<file path="config.mk">
export PLATFORM = sky130hd
export DESIGN_NAME = analog_spindle_mode_gear_select
export DESIGN_NICKNAME = d
export VERILOG_FILES = /design/src/verilog/spindle_pkg.sv /design/src/verilog/analog_spindle_mode_gear_select.sv
export VERILOG_INCLUDE_DIRS = /design/src /design/src/verilog
export SDC_FILE = /design/constraint.sdc
export NUM_CORES = 2
export LEC_CHECK = 0
export BUFFER_PORTS_ARGS = -buffer_cell sky130_fd_sc_hd__buf_2
export CAP_MARGIN = 20
export CORE_ASPECT_RATIO = 1.2
export CORE_MARGIN = 1
export CORE_UTILIZATION = 46
export DETAILED_ROUTE_END_ITERATION = 10
export GPL_TIMING_DRIVEN = 0
export PLACE_DENSITY_LB_ADDON = 0.25
export SYNTH_ARGS = -nofsm -noshare
export SYNTH_HDL_FRONTEND = slang
export SYNTH_SLANG_ARGS = --single-unit
</file>
<file path="constraint.sdc">
create_clock -name clk -period 13.5 [get_ports clk]
set_input_delay 2.7 -clock clk [delete_from_list [all_inputs] [get_ports clk]]
set_output_delay 2.7 -clock clk [all_outputs]
set_load 0.1 [all_outputs]
</file>
<file path="src/verilog/spindle_regs.svh">
`ifndef SPINDLE_REGS_SVH
`define SPINDLE_REGS_SVH
// ------------------------------------------------------------
// Register offsets (byte address, one word each)
// ------------------------------------------------------------
`define OFS_ANALOG_STATUS  8'h00
`define OFS_SERIAL_STATUS  8'h04
`define OFS_SELECT_CTRL    8'h08
`define OFS_CONFIG         8'h0c
`define OFS_GEAR_MAX0      8'h10
`define OFS_GEAR_MAX1      8'h14
`define OFS_GEAR_MAX2      8'h18
`define OFS_GEAR_MAX3      8'h1c
`define OFS_SPEED_CMD      8'h20
`define OFS_EXT_CODE       8'h24
`define OFS_SPEED_OUT1     8'h28
`define OFS_SPEED_OUT2     8'h2c
`define OFS_GEAR_STATUS    8'h30
// ------------------------------------------------------------
// Field positions
// ------------------------------------------------------------
`define BIT_ANALOG_FLAG    0
`define BIT_SERIAL_ONE     0
`define BIT_SERIAL_TWO     1
`define BIT_SERIAL_THREE   2
`define BIT_SPINDLE_ONE    0
`define BIT_SPINDLE_TWO    1
`define BIT_SCHEME         0
`define BIT_ARR_LO         1
`define BIT_ARR_HI         2
`define BIT_SRC_SEL        3
// ------------------------------------------------------------
// Reset values
// ------------------------------------------------------------
`define RST_SELECT_CTRL    8'h00
`define RST_CONFIG         8'h00
`define RST_GEAR_MAX       16'h0000
`define RST_SPEED          12'h000
`endif

</file>
<file path="src/verilog/spindle_pkg.sv">
package spindle_pkg;
    // Spindle control arrangement
    typedef enum logic [1:0] {
        ARR_MECHANICAL = 2'b00,
        ARR_ANALOG     = 2'b01,
        ARR_SERIAL     = 2'b11,
        ARR_DUAL       = 2'b10
    } arrangement_t;

    // Gear handshake states, Gray from idle to output; the return to idle flips both bits
    typedef enum logic [1:0] {
        G_IDLE   = 2'b00,
        G_SELECT = 2'b01,
        G_OUTPUT = 2'b11
    } gear_state_t;

    // Per-spindle user controls
    typedef struct packed {
        logic stop;
        logic enable;
    } spindle_ctl_t;
endpackage : spindle_pkg

</file>
<file path="src/verilog/analog_spindle_mode_gear_select.sv">
// Operation
// - Mode flags: mechanical 00, analog 10 (analog,serial), serial 11.
// - Analog flag in analog status byte, three serial flags in serial status byte.
// - Controller gear mode picks gear by comparing speed with per-gear ranges.
// - Controller gear mode outputs speed only after gear select is out.
// - External gear mode uses two-bit gear number; speed for that stage.
// - Scheme bit: 0 external gear, 1 controller-chosen gear.
// - Dual analog spindles only in external gear mode, both geared.
// - In dual control, new speed reaches spindle one only with select bit 0, two with bit 1.
// - Unselected spindle keeps its previous speed.
// - Spindles run different speeds, each with own stop and enable.
// - Source select on spindle one picks external code; spindle two unaffected.
// - Arrangement field selects spindle control arrangement, including dual.
// - Tapping bypasses gear handling on speed output.
// - Gear outputs one-hot, bit 0 gear one through bit 3 gear four.
//
// The strobed register port and the register offsets were decided locally.
`timescale 1ns/1ps
`include "spindle_regs.svh"
module analog_spindle_mode_gear_select
    import spindle_pkg::*;
#(
    parameter int SPEED_W = 16,
    parameter int CODE_W  = 12
) (
    input  wire logic               clk,
    input  wire logic               rst_b,
    input  wire logic [7:0]         addr,
    input  wire logic [31:0]        wdata,
    input  wire logic               wr_en,
    input  wire logic               rd_en,
    output logic      [31:0]        rdata,
    input  wire logic               speed_cmd_valid,
    input  wire logic               tapping,
    input  wire logic               gear_number_low,
    input  wire logic               gear_number_high,
    input  wire logic [CODE_W-1:0]  ext_speed_code,
    input  wire spindle_ctl_t       ctl_one,
    input  wire spindle_ctl_t       ctl_two,
    output logic                    analog_mode_flag,
    output logic [2:0]              serial_mode_flags,
    output logic [3:0]              gear_out,
    output logic [CODE_W-1:0]       speed_out_one,
    output logic [CODE_W-1:0]       speed_out_two,
    output logic                    speed_out_valid
);
    // ------------------------------------------------------------
    // Reset release and input synchronisers
    // ------------------------------------------------------------
    logic [1:0] rst_sync_q;
    logic       rst_n;
    always_ff @(posedge clk or negedge rst_b) begin
        if (!rst_b) rst_sync_q <= 2'b00;
        else        rst_sync_q <= {rst_sync_q[0], 1'b1};
    end
    assign rst_n = rst_sync_q[1];

    // Reset notes:
    // Assertion of rst_b clears every flop at once, no clock needed
    // Release is seen only after two rising edges of clk
    // Keeps all state leaving reset on the same edge
    // Costs two cycles of dead time after every release
    // Callers must hold requests until the third edge after release
    // Everything below uses rst_n, never the raw pin

    // Pin notes:
    // Gear number, speed code, stop and enable come from another clock
    // Each bit passes two flops before any logic reads it
    // Bits of one word may land one cycle apart while it changes
    // The sequencing side must hold a word steady while it matters
    // Adds two cycles of latency to every pin-driven change

    // Pins from the sequencing side cross in through two flops
    localparam int PIN_W = 2 + CODE_W + 4;
    logic [PIN_W-1:0] pin_s1_q, pin_s2_q, pin_raw;
    assign pin_raw = {gear_number_high, gear_number_low, ext_speed_code,
                      ctl_one.stop, ctl_one.enable, ctl_two.stop, ctl_two.enable};
    always_ff @(posedge clk or negedge rst_n) begin
        if (!rst_n) begin
            pin_s1_q <= '0;
            pin_s2_q <= '0;
        end else begin
            pin_s1_q <= pin_raw;
            pin_s2_q <= pin_s1_q;
        end
    end
    logic [1:0]        ext_gear;
    logic [CODE_W-1:0] ext_code;
    logic              stop_one, en_one, stop_two, en_two;
    assign ext_gear = pin_s2_q[PIN_W-1 -: 2];
    assign ext_code = pin_s2_q[CODE_W+3:4];
    assign stop_one = pin_s2_q[3];
    assign en_one   = pin_s2_q[2];
    assign stop_two = pin_s2_q[1];
    assign en_two   = pin_s2_q[0];

    // ------------------------------------------------------------
    // Registers
    // ------------------------------------------------------------
    logic [7:0]         select_ctrl_q, config_q;
    logic [SPEED_W-1:0] gear_max_q [4];
    logic [SPEED_W-1:0] speed_cmd_q;
    logic               scheme_ctrl, src_ext;
    arrangement_t       arrangement;
    assign scheme_ctrl = config_q[`BIT_SCHEME];
    assign arrangement = arrangement_t'(config_q[`BIT_ARR_HI:`BIT_ARR_LO]);
    assign src_ext     = config_q[`BIT_SRC_SEL];

    // Write notes:
    // One write per cycle, taken on the edge with wr_en high
    // Unmapped offsets are dropped without effect
    // Status bytes are read-only; writes to them are ignored
    // Only the low byte of control and config is kept
    // Gear tables keep SPEED_W bits; upper write bits are lost
    // Speed command is stored here and applied by speed_cmd_valid

    // Software writes to control, config and gear tables
    always_ff @(posedge clk or negedge rst_n) begin
        if (!rst_n) begin
            select_ctrl_q <= `RST_SELECT_CTRL;
            config_q      <= `RST_CONFIG;
            speed_cmd_q   <= '0;
            for (int i = 0; i < 4; i++) gear_max_q[i] <= `RST_GEAR_MAX;
        end else if (wr_en) begin
            case (addr)
                `OFS_SELECT_CTRL: select_ctrl_q <= wdata[7:0];
                `OFS_CONFIG:      config_q      <= wdata[7:0];
                `OFS_GEAR_MAX0:   gear_max_q[0] <= wdata[SPEED_W-1:0];
                `OFS_GEAR_MAX1:   gear_max_q[1] <= wdata[SPEED_W-1:0];
                `OFS_GEAR_MAX2:   gear_max_q[2] <= wdata[SPEED_W-1:0];
                `OFS_GEAR_MAX3:   gear_max_q[3] <= wdata[SPEED_W-1:0];
                `OFS_SPEED_CMD:   speed_cmd_q   <= wdata[SPEED_W-1:0];
                default: ;
            endcase
        end
    end

    // ------------------------------------------------------------
    // Mode flags
    // ------------------------------------------------------------
    // Flag notes:
    // Flags follow the arrangement field one cycle later
    // All three serial flags move together; one per spindle slot
    // Dual control counts as analog for the sequencing side
    // Registered so the sequencing side never sees a glitch

    // Analog flag set for analog, serial and dual; serial only for serial
    always_ff @(posedge clk or negedge rst_n) begin
        if (!rst_n) begin
            analog_mode_flag  <= 1'b0;
            serial_mode_flags <= 3'b000;
        end else begin
            analog_mode_flag  <= (arrangement != ARR_MECHANICAL);
            serial_mode_flags <= {3{arrangement == ARR_SERIAL}};
        end
    end

    // ------------------------------------------------------------
    // Gear selection
    // ------------------------------------------------------------
    // Gear pick notes:
    // Walks the four stages from the top down
    // Last match wins, so the lowest covering stage is chosen
    // A command above every range falls to gear four
    // Gear four then clamps the code at full scale
    // Unused stages must hold zero or they take part in the pick
    // Pure function of registers; no state of its own

    // Lowest gear whose full-scale speed covers the command; zeroed
    // gears never match, so unused stages drop out naturally
    function automatic logic [1:0] pick_gear(input logic [SPEED_W-1:0] s);
        logic [1:0] g;
        g = 2'd3;
        for (int i = 3; i >= 0; i--) begin
            if (gear_max_q[i] != '0 && s <= gear_max_q[i]) g = 2'(i);
        end
        return g;
    endfunction

    function automatic logic [3:0] one_hot(input logic [1:0] g);
        return 4'b0001 << g;
    endfunction

    logic        dual;
    logic [1:0]  ctrl_gear;
    assign dual      = (arrangement == ARR_DUAL) && !scheme_ctrl;
    assign ctrl_gear = pick_gear(speed_cmd_q);

    gear_state_t       gstate_q;
    logic [1:0]        gear_q;
    logic [SPEED_W-1:0] pend_q;
    logic              launch;

    // Handshake notes:
    // Idle waits for a command in the controller scheme
    // Select state: gear output already standing, speed launched
    // Output state: one spare cycle before the next command
    // Commands arriving while busy are ignored, so space them out
    // Tapping commands skip this path entirely
    // Leaving the controller scheme clears the gear outputs

    // Controller-chosen gear: select goes out, speed follows next cycle
    always_ff @(posedge clk or negedge rst_n) begin
        if (!rst_n) begin
            gstate_q <= G_IDLE;
            gear_q   <= 2'd0;
            gear_out <= 4'b0000;
        end else begin
            case (gstate_q)
                G_IDLE: if (speed_cmd_valid && scheme_ctrl && !tapping) begin
                    gear_q   <= ctrl_gear;
                    gear_out <= one_hot(ctrl_gear);
                    gstate_q <= G_SELECT;
                end
                G_SELECT: gstate_q <= G_OUTPUT;
                G_OUTPUT: gstate_q <= G_IDLE;
                default:  gstate_q <= G_IDLE;
            endcase
            if (!scheme_ctrl) gear_out <= 4'b0000;
        end
    end
    assign launch = (gstate_q == G_SELECT);

    // ------------------------------------------------------------
    // Speed scaling and routing
    // ------------------------------------------------------------
    // Scaling notes:
    // Product held at full width so no bits drop before the divide
    // A zero full-scale gives zero rather than a divide fault
    // Result clamps at the top code instead of wrapping
    // Divider is combinational; fine at this scan rate, costly in area
    // Tapping passes the raw speed, clamped the same way

    // Code = speed * 4095 / full-scale; tapping skips gear scaling
    function automatic logic [CODE_W-1:0] scale(input logic [SPEED_W-1:0] s,
                                                 input logic [1:0] g);
        logic [SPEED_W+CODE_W-1:0] num;
        logic [SPEED_W+CODE_W-1:0] q;
        num = SPEED_W'(s) * {CODE_W{1'b1}};
        q   = '0;
        if (tapping) q = (SPEED_W+CODE_W)'(s);
        else if (gear_max_q[g] != '0) q = num / gear_max_q[g];
        if (q > {CODE_W{1'b1}}) q = (SPEED_W+CODE_W)'({CODE_W{1'b1}});
        return q[CODE_W-1:0];
    endfunction

    logic [CODE_W-1:0] code_ext_gear, code_ctrl, hold_one_q, hold_two_q;
    logic              sel_one, sel_two;
    assign code_ext_gear = scale(speed_cmd_q, ext_gear);
    assign code_ctrl     = scale(pend_q, gear_q);
    assign sel_one = select_ctrl_q[`BIT_SPINDLE_ONE] || !dual;
    assign sel_two = select_ctrl_q[`BIT_SPINDLE_TWO] && dual;

    always_ff @(posedge clk or negedge rst_n) begin
        if (!rst_n) pend_q <= '0;
        else if (gstate_q == G_IDLE && speed_cmd_valid) pend_q <= speed_cmd_q;
    end

    // Hold notes:
    // Each spindle keeps its last accepted code
    // External scheme: select bits decide who takes the command
    // Outside dual control spindle one always takes it
    // Controller scheme drives spindle one only
    // Valid pulses once for each accepted command

    // Held commands per spindle; unselected spindle keeps old speed
    always_ff @(posedge clk or negedge rst_n) begin
        if (!rst_n) begin
            hold_one_q      <= `RST_SPEED;
            hold_two_q      <= `RST_SPEED;
            speed_out_valid <= 1'b0;
        end else begin
            speed_out_valid <= 1'b0;
            if (scheme_ctrl) begin
                if (launch) begin
                    hold_one_q      <= code_ctrl;
                    speed_out_valid <= 1'b1;
                end else if (speed_cmd_valid && tapping) begin
                    hold_one_q      <= scale(speed_cmd_q, 2'd0);
                    speed_out_valid <= 1'b1;
                end
            end else if (speed_cmd_valid) begin
                if (sel_one) hold_one_q <= code_ext_gear;
                if (sel_two) hold_two_q <= code_ext_gear;
                speed_out_valid <= sel_one || sel_two;
            end
        end
    end

    // Output notes:
    // Stop or a missing enable forces zero, hold left untouched
    // Restart resumes the held speed without a new command
    // External code bypasses the hold on spindle one only
    // Spindle two is silent outside dual control

    // Outputs with independent stop and enable; external code on one only
    always_ff @(posedge clk or negedge rst_n) begin
        if (!rst_n) begin
            speed_out_one <= `RST_SPEED;
            speed_out_two <= `RST_SPEED;
        end else begin
            speed_out_one <= (stop_one || !en_one) ? `RST_SPEED :
                             (src_ext ? ext_code : hold_one_q);
            speed_out_two <= (stop_two || !en_two || !dual) ? `RST_SPEED :
                             hold_two_q;
        end
    end

    // ------------------------------------------------------------
    // Register read-back, one cycle after the strobe
    // ------------------------------------------------------------
    // Read notes:
    // Data stands only in the cycle after the strobe
    // Zero at all other times, so an OR-ed bus is safe
    // Unmapped offsets read as zero
    // Reads have no side effects

    // Read data, registered
    always_ff @(posedge clk or negedge rst_n) begin
        if (!rst_n) rdata <= '0;
        else if (rd_en) begin
            case (addr)
                `OFS_ANALOG_STATUS: rdata <= 32'(analog_mode_flag);
                `OFS_SERIAL_STATUS: rdata <= 32'(serial_mode_flags);
                `OFS_SELECT_CTRL:   rdata <= 32'(select_ctrl_q);
                `OFS_CONFIG:        rdata <= 32'(config_q);
                `OFS_GEAR_MAX0:     rdata <= 32'(gear_max_q[0]);
                `OFS_GEAR_MAX1:     rdata <= 32'(gear_max_q[1]);
                `OFS_GEAR_MAX2:     rdata <= 32'(gear_max_q[2]);
                `OFS_GEAR_MAX3:     rdata <= 32'(gear_max_q[3]);
                `OFS_SPEED_CMD:     rdata <= 32'(speed_cmd_q);
                `OFS_EXT_CODE:      rdata <= 32'(ext_code);
                `OFS_SPEED_OUT1:    rdata <= 32'(speed_out_one);
                `OFS_SPEED_OUT2:    rdata <= 32'(speed_out_two);
                `OFS_GEAR_STATUS:   rdata <= 32'({gear_q, gear_out});
                default:            rdata <= 32'h0000_0000;
            endcase
        end else rdata <= '0;
    end
endmodule : analog_spindle_mode_gear_select

</file>
== After elaboration in Yosys (flattened, before gate mapping) ==
Index checks and enable logic that the tools add are counted.

* Register bits after elaboration: 241
* Output and inout port bits: 65
* Word-level logic and storage cells: 138

* Multiplexer cells: 40
* Shifts and indexed selects: 1
* Bitwise logic cells: 3
* Eq/ne operators: 19
* Div/mod/pow operators: 3
* Multipliers: 2
* Reductions and logical operators: 40
* Magnitude comparators: 8

{| class="wikitable"
|+ Operators by type and width
! kind !! count
|-
| two-way mux 28 bit || 9
|-
| one-hot mux 16 bit (13 select lines) || 1
|-
| two-way mux 12 bit || 11
|-
| divider 28 x 16 -> 28 bit || 3
|-
| > comparator 28 x 12 -> 1 bit (second input constant) || 3
|-
| nonzero test 16 bit || 5
|-
| binary-select mux 16 bit (select 2 bit) || 2
|-
| two-way mux 16 bit || 4
|-
| multiplier 16 x 12 -> 28 bit (second input constant) || 2
|-
| less-or-equal comparator 16 bit || 3
|-
| == test 8 x 6 -> 1 bit (second input constant) || 5
|-
| == test 8 x 5 -> 1 bit (second input constant) || 4
|-
| two-way mux 32 bit || 1
|-
| AND reduction 2 bit || 9
|-
| == test 8 x 4 -> 1 bit (second input constant) || 2
|-
| two-way mux 4 bit || 3
|-
| logical AND 1 bit || 9
|-
| == test 8 x 3 -> 1 bit (second input constant) || 1
|-
| zero test 8 bit || 1
|-
| greater-or-equal comparator 3 bit (second input constant) || 2
|-
| two-way mux 2 bit || 3
|-
| inverter 2 -> 3 bit || 2
|-
| AND reduction 3 bit || 2
|-
| nonzero test 2 bit || 3
|-
| 12 further kinds || 26
|}

== Longest topological paths before layout ==
* Depth after elaboration: 12
* Depth in mapped cells: 406
* Gate-level depth less buffers: 377

== Least setup slack after synthesis ==
OpenSTA, ideal clock, no wires.

* Kind: flip-flop to flip-flop
* Start point: register speed_cmd_q[8]
* End point: register hold_one_q[0]
* Path slack: -65.820 ns
* Data arrival time: 79.180 ns
* Library setup time: 0.139 ns
* Buffers on the path: 37
* Data required time: 13.361 ns
* Stages on the path, launching flop included: 384
* Cells stage by stage: dfrtp_1 > fa_1 > inv_1 > fa_1 > inv_1 > fa_1 > fa_1 > inv_1 > fa_1 > inv_1 > ha_1 > clkbuf_1 > a21oi_1 > o21ai_1 > a21o_1 > o311a_1 > a211oi_1 > nand2_1 > [... 348 more ...] > nand2b_1 > a21oi_1 > nor2b_1 > o21ai_0 > nand2b_1 > a21oi_1 > nor2b_1 > o21ai_0 > nand2b_1 > a21oi_1 > nor2b_1 > o21ai_0 > o2111a_1 > o21ai_0 > a2111oi_0 > o211ai_1 > nor4_1 > o311ai_1

* Cells in the longest elaborated chain, start to end: 12
* Elaborated cells between the ends (all ways): 19
* Those cells by class: mul: 1; div: 2; order compare: 2; mux: 14

{| class="wikitable"
|+ RTL lines
! what !! line !! RTL
|-
| start: declaration || analog_spindle_mode_gear_select.sv:102 || <nowiki>logic [SPEED_W-1:0] speed_cmd_q;</nowiki>
|-
| start signal: assignment || analog_spindle_mode_gear_select.sv:132 || <nowiki>`OFS_SPEED_CMD: speed_cmd_q <= wdata[SPEED_W-1:0];</nowiki>
|-
| multiplier 16 x 12 -> 28 bit || analog_spindle_mode_gear_select.sv:239 || <nowiki>num = SPEED_W'(s) * {CODE_W{1'b1}};</nowiki>
|-
| divider 28 x 16 -> 28 bit || analog_spindle_mode_gear_select.sv:242 || <nowiki>else if (gear_max_q[g] != '0) q = num / gear_max_q[g];</nowiki>
|-
| two-way mux 28 bit || analog_spindle_mode_gear_select.sv:242 ||
|-
| two-way mux 28 bit || analog_spindle_mode_gear_select.sv:241 || <nowiki>if (tapping) q = (SPEED_W+CODE_W)'(s);</nowiki>
|-
| two-way mux 28 bit || analog_spindle_mode_gear_select.sv:278 || <nowiki>end else if (speed_cmd_valid && tapping) begin</nowiki>
|-
| two-way mux 28 bit || analog_spindle_mode_gear_select.sv:275 || <nowiki>if (launch) begin</nowiki>
|-
| two-way mux 28 bit || analog_spindle_mode_gear_select.sv:274 || <nowiki>if (scheme_ctrl) begin</nowiki>
|-
| > comparator 28 x 12 -> 1 bit || analog_spindle_mode_gear_select.sv:243 || <nowiki>if (q > {CODE_W{1'b1}}) q = (SPEED_W+CODE_W)'({CODE_W{1'b1}});</nowiki>
|-
| two-way mux 12 bit || analog_spindle_mode_gear_select.sv:243 ||
|-
| two-way mux 12 bit || analog_spindle_mode_gear_select.sv:278 ||
|-
| two-way mux 12 bit || analog_spindle_mode_gear_select.sv:275 ||
|-
| two-way mux 12 bit * || analog_spindle_mode_gear_select.sv:274 ||
|-
| end signal: assignment || analog_spindle_mode_gear_select.sv:276 || <nowiki>hold_one_q <= code_ctrl;</nowiki>
|-
| end signal: assignment || analog_spindle_mode_gear_select.sv:279 || <nowiki>hold_one_q <= scale(speed_cmd_q, 2'd0);</nowiki>
|-
| end signal: assignment || analog_spindle_mode_gear_select.sv:283 || <nowiki>if (sel_one) hold_one_q <= code_ext_gear;</nowiki>
|-
| end: declaration || analog_spindle_mode_gear_select.sv:247 || <nowiki>logic [CODE_W-1:0] code_ext_gear, code_ctrl, hold_one_q, hold_two_q;</nowiki>
|}

Every way passes the cells marked *; elsewhere a longest branch is shown, timed or not. The select of a mux whose other input is x is not followed.
A chain may end at the register's enable or synchronous reset.

== Worst setup path in the final report ==
* Start point: register pend_q[8]
* End point: register hold_one_q[0]

* Cells in the longest elaborated chain, start to end: 8

{| class="wikitable"
|+ RTL lines
! what !! line !! RTL
|-
| start: declaration || analog_spindle_mode_gear_select.sv:191 || <nowiki>logic [SPEED_W-1:0] pend_q;</nowiki>
|-
| start signal: assignment || analog_spindle_mode_gear_select.sv:256 || <nowiki>else if (gstate_q == G_IDLE && speed_cmd_valid) pend_q <= speed_cmd_q;</nowiki>
|-
| multiplier 16 x 12 -> 28 bit || analog_spindle_mode_gear_select.sv:239 ||
|-
| divider 28 x 16 -> 28 bit || analog_spindle_mode_gear_select.sv:242 ||
|-
| two-way mux 28 bit || analog_spindle_mode_gear_select.sv:242 ||
|-
| two-way mux 28 bit * || analog_spindle_mode_gear_select.sv:241 ||
|-
| > comparator 28 x 12 -> 1 bit || analog_spindle_mode_gear_select.sv:243 ||
|-
| two-way mux 12 bit * || analog_spindle_mode_gear_select.sv:243 ||
|-
| two-way mux 12 bit * || analog_spindle_mode_gear_select.sv:275 ||
|-
| two-way mux 12 bit * || analog_spindle_mode_gear_select.sv:274 ||
|}

Every way passes the cells marked *; elsewhere a longest branch is shown, timed or not.

==> impl_results.md <==
* Final setup violation count at 24
* Mapped cell area at 0.0701 mm^2
* Worst Path Class, Setup: reg2reg
* Clock root buffer: clkbuf_16
* IO buf count at 94
* Top cells by count, synth: ha_1 (1134), nor2_1 (792), nand2_1 (730)
* Outcome: finished, violations left
* Clock-pin transition on the worst setup and hold timing paths at around 60 ps
* DR WL/cell at 22.2 um
* Worst rel slew slack at 0.0812
* Initial Utilization at 0.465
* Total GRT Usage at 0.338
* Sequential share of the synthesized area at 0.0803
* Period utilization at 5.47
* Final nets at ~12k
* GRT overflow at 0
* CP required at 13900 ps
* CTS max path bufs at 3
* CP Capture Type: flip-flop
* Arr. time, crit path at about 74000 ps
* Die width at ~360 um
* GP Congestion at between 1 and 1.5
* Synth Instances at 9056
* Row cnt at between 150 and 200
* Cell variety after synth at 139
* Crit-path max FO at 10
* Max_cap viols at 0
* Largest net degree at the start of global routing at 74
* Top cell by count, worst path: o21a_1
* IO Count at roughly 130
* Synth area leader: ha_1
* Hold buffers post-CTS at 0
* Clock buffer count from CTS at 24
* Core ar. at between 0.15 and 0.2 mm^2
* Hold Violations, Final at 0
* Synth Register Bits at roughly 230
* Die Y at roughly 430 um
* Vias at 78.4k
* Drt drc at 2
* Post-layout util at 0.623
* Post-synth EDFFs at 0
* Tightest hold margin at around 190 ps
* CTS tree: built
* Mapped Avg Cell Area at 7.74 um^2
* Initial antenna violation count at 14
* Most common cell in the netlist: ha_1
* HPWL Detailed at roughly 200000 um
* Synth-to-layout area growth at 34.1%
* DRT iter0 DRCs at ~5.9k
* Smallest setup slack after layout at -60400 ps
* Vias in the first global route at 76.2k
* Crit path max-delay cell type: fa_2
* Share of the synthesized area in the top cell type at 0.202
* Final Max Tran Viols at 0
* Post-route insts no fill at approximately 13k
* Routed wire length at roughly 280000 um
* Placed Cells incl. Taps at ~11k
* Clock Latency Late Sink at 540 ps
* Pre-antenna DRT Iters at 9
* Setup slack, reg-to-reg at -60400 ps
* Post-synth top flop: dfrtp_1
* Worst R2R Start: pend_q[8]
* Failing checks: DRC, setup timing
* Clock skew at 15.8 ps
* Syn. warnings at 0
* CP Launch Point: pend_q[8]
* Worst slew pin tran at ~1400 ps
* Layout cell share with drive strength beyond 1 at 0.308
* Global-route wire length before repair at 417000 um
* Vias per cell at approximately 6.3
* DIE AREA at ~0.15 mm^2
* CTS Sinks at around 230
* Final critical-path required period at ~74000 ps
* R2R depth at a little under 400
* Kind of start point of the critical path: flip-flop
* H-tree Lvls at 1
* ANT nets after route at 0
* RSZ-0062 raised after global routing: yes
* Ranking of synthesized cells by area: ha_1 (20%), dfrtp_1 (8.0%), o21a_1 (5.7%)
* Highest cell delay on the worst timing path at between 600 and 700 ps
* Fraction of registers with async set/reset at 1.00
* Hold/Removal Path Class: reg2async
* Fmax at around 14 MHz
## registers in the layout, indices dropped and copies added (netlist names)
signal	cells
speed_cmd_q	16
rst_sync_q	2
select_ctrl_q	8
speed_out_one	12
gear_out	4
speed_out_two	12
gstate_q	2
speed_out_valid	1
pend_q	16
hold_two_q	12
pin_s1_q	18
gear_max_q	64
rdata	16
analog_mode_flag	1
pin_s2_q	18
serial_mode_flags	1
hold_one_q	12
config_q	8
gear_q	2
## routing by layer
metal	up-vias	global-route usage	share of wire
li1	36900	-	-
met1	38000	0.416	0.41
met2	2741	0.578	0.47
met3	723	0.0445	0.066
met4	8	0.159	0.056
met5	-	0	0.00030
## critical path: cells and delay by family, from the launching register on
kind / cells / cell delay (ps)
compound gates: 208 / 38750
simple gates: 84 / 14650
fa+ha+maj: 32 / 9920
buf+inv: 63 / 8820
mux: 3 / 820
flops: 1 / 460
xor+xnor: 1 / 170
## stage by stage
stage | area [um^2] | setup slack, ps | setup TNS, ps
floorplan | 73400 | -57300 | -894700
global placement | 76300 | -70460 | -1111220
detailed placement | 77100 | -69990 | -1113360
CTS | 89800 | -59390 | -942290
global route | 94000 | -64050 | -995990
finish | 94000 | -60400 | -950820
## repair_timing
action	CTS	global route
resized for setup	840	434
buffers inserted	997	298
setup endpoints to repair	24	24
cloned	8	2
pin swaps	748	760
## worst paths after layout
| kind | to |
|---|---|
| hold reg to reg | pin_s2_q[16] |
| min in group clk | pin_s2_q[12] |
| hold / removal | pin_s2_q[16] |
| setup reg to reg | hold_one_q[0] |
| max in group asynchronous | rst_sync_q[1] |
| setup / recovery | hold_one_q[0] |
## logic make-up after synthesis
family | Yosys count | synth area share
AND/OR/NAND/NOR | 2986 | 0.208
AO/OA/AOI/OAI | 2860 | 0.281
adder cells (fa/ha/maj) | 1332 | 0.259
buffers and inverters | 787 | 0.0449
multiplexers | 437 | 0.0738
XOR/XNOR | 427 | 0.0534
flip-flops | 225 | 0.0803
other | 2 | 0.000107
## area by class of cell
class	count	area [um^2]
Tap cell	1975	2470
Multi-Input combinational cell	8059	68900
Fill cell	12700	56900
Antenna cell	3	7.51
Inverter	540	2040
Clock inverter	12	208
Clock buffer	32	682
Timing Repair Buffer	1428	11400
Buffer	227	2540
Sequential cell	225	5700
## placed cells by master, fill, tap and decap left out, drive strengths merged, types with 180 or more instances in the layout
| cell type | instances |
|---|---|
| a21o | 224 |
| a21oi | 597 |
| nor3 | 524 |
| nand2 | 734 |
| fa | 196 |
| xnor2 | 265 |
| o21a | 529 |
| inv | 538 |
| o21ai | 464 |
| nor2 | 793 |
| mux2 | 320 |
| dfrtp | 225 |
| o31ai | 232 |
| buf | 1507 |
| ha | 1134 |
| clkbuf | 180 |
Power is left out: the tool's default activity adds up to more than one toggle a clock period on the data nets, which glitch-free logic cannot reach.
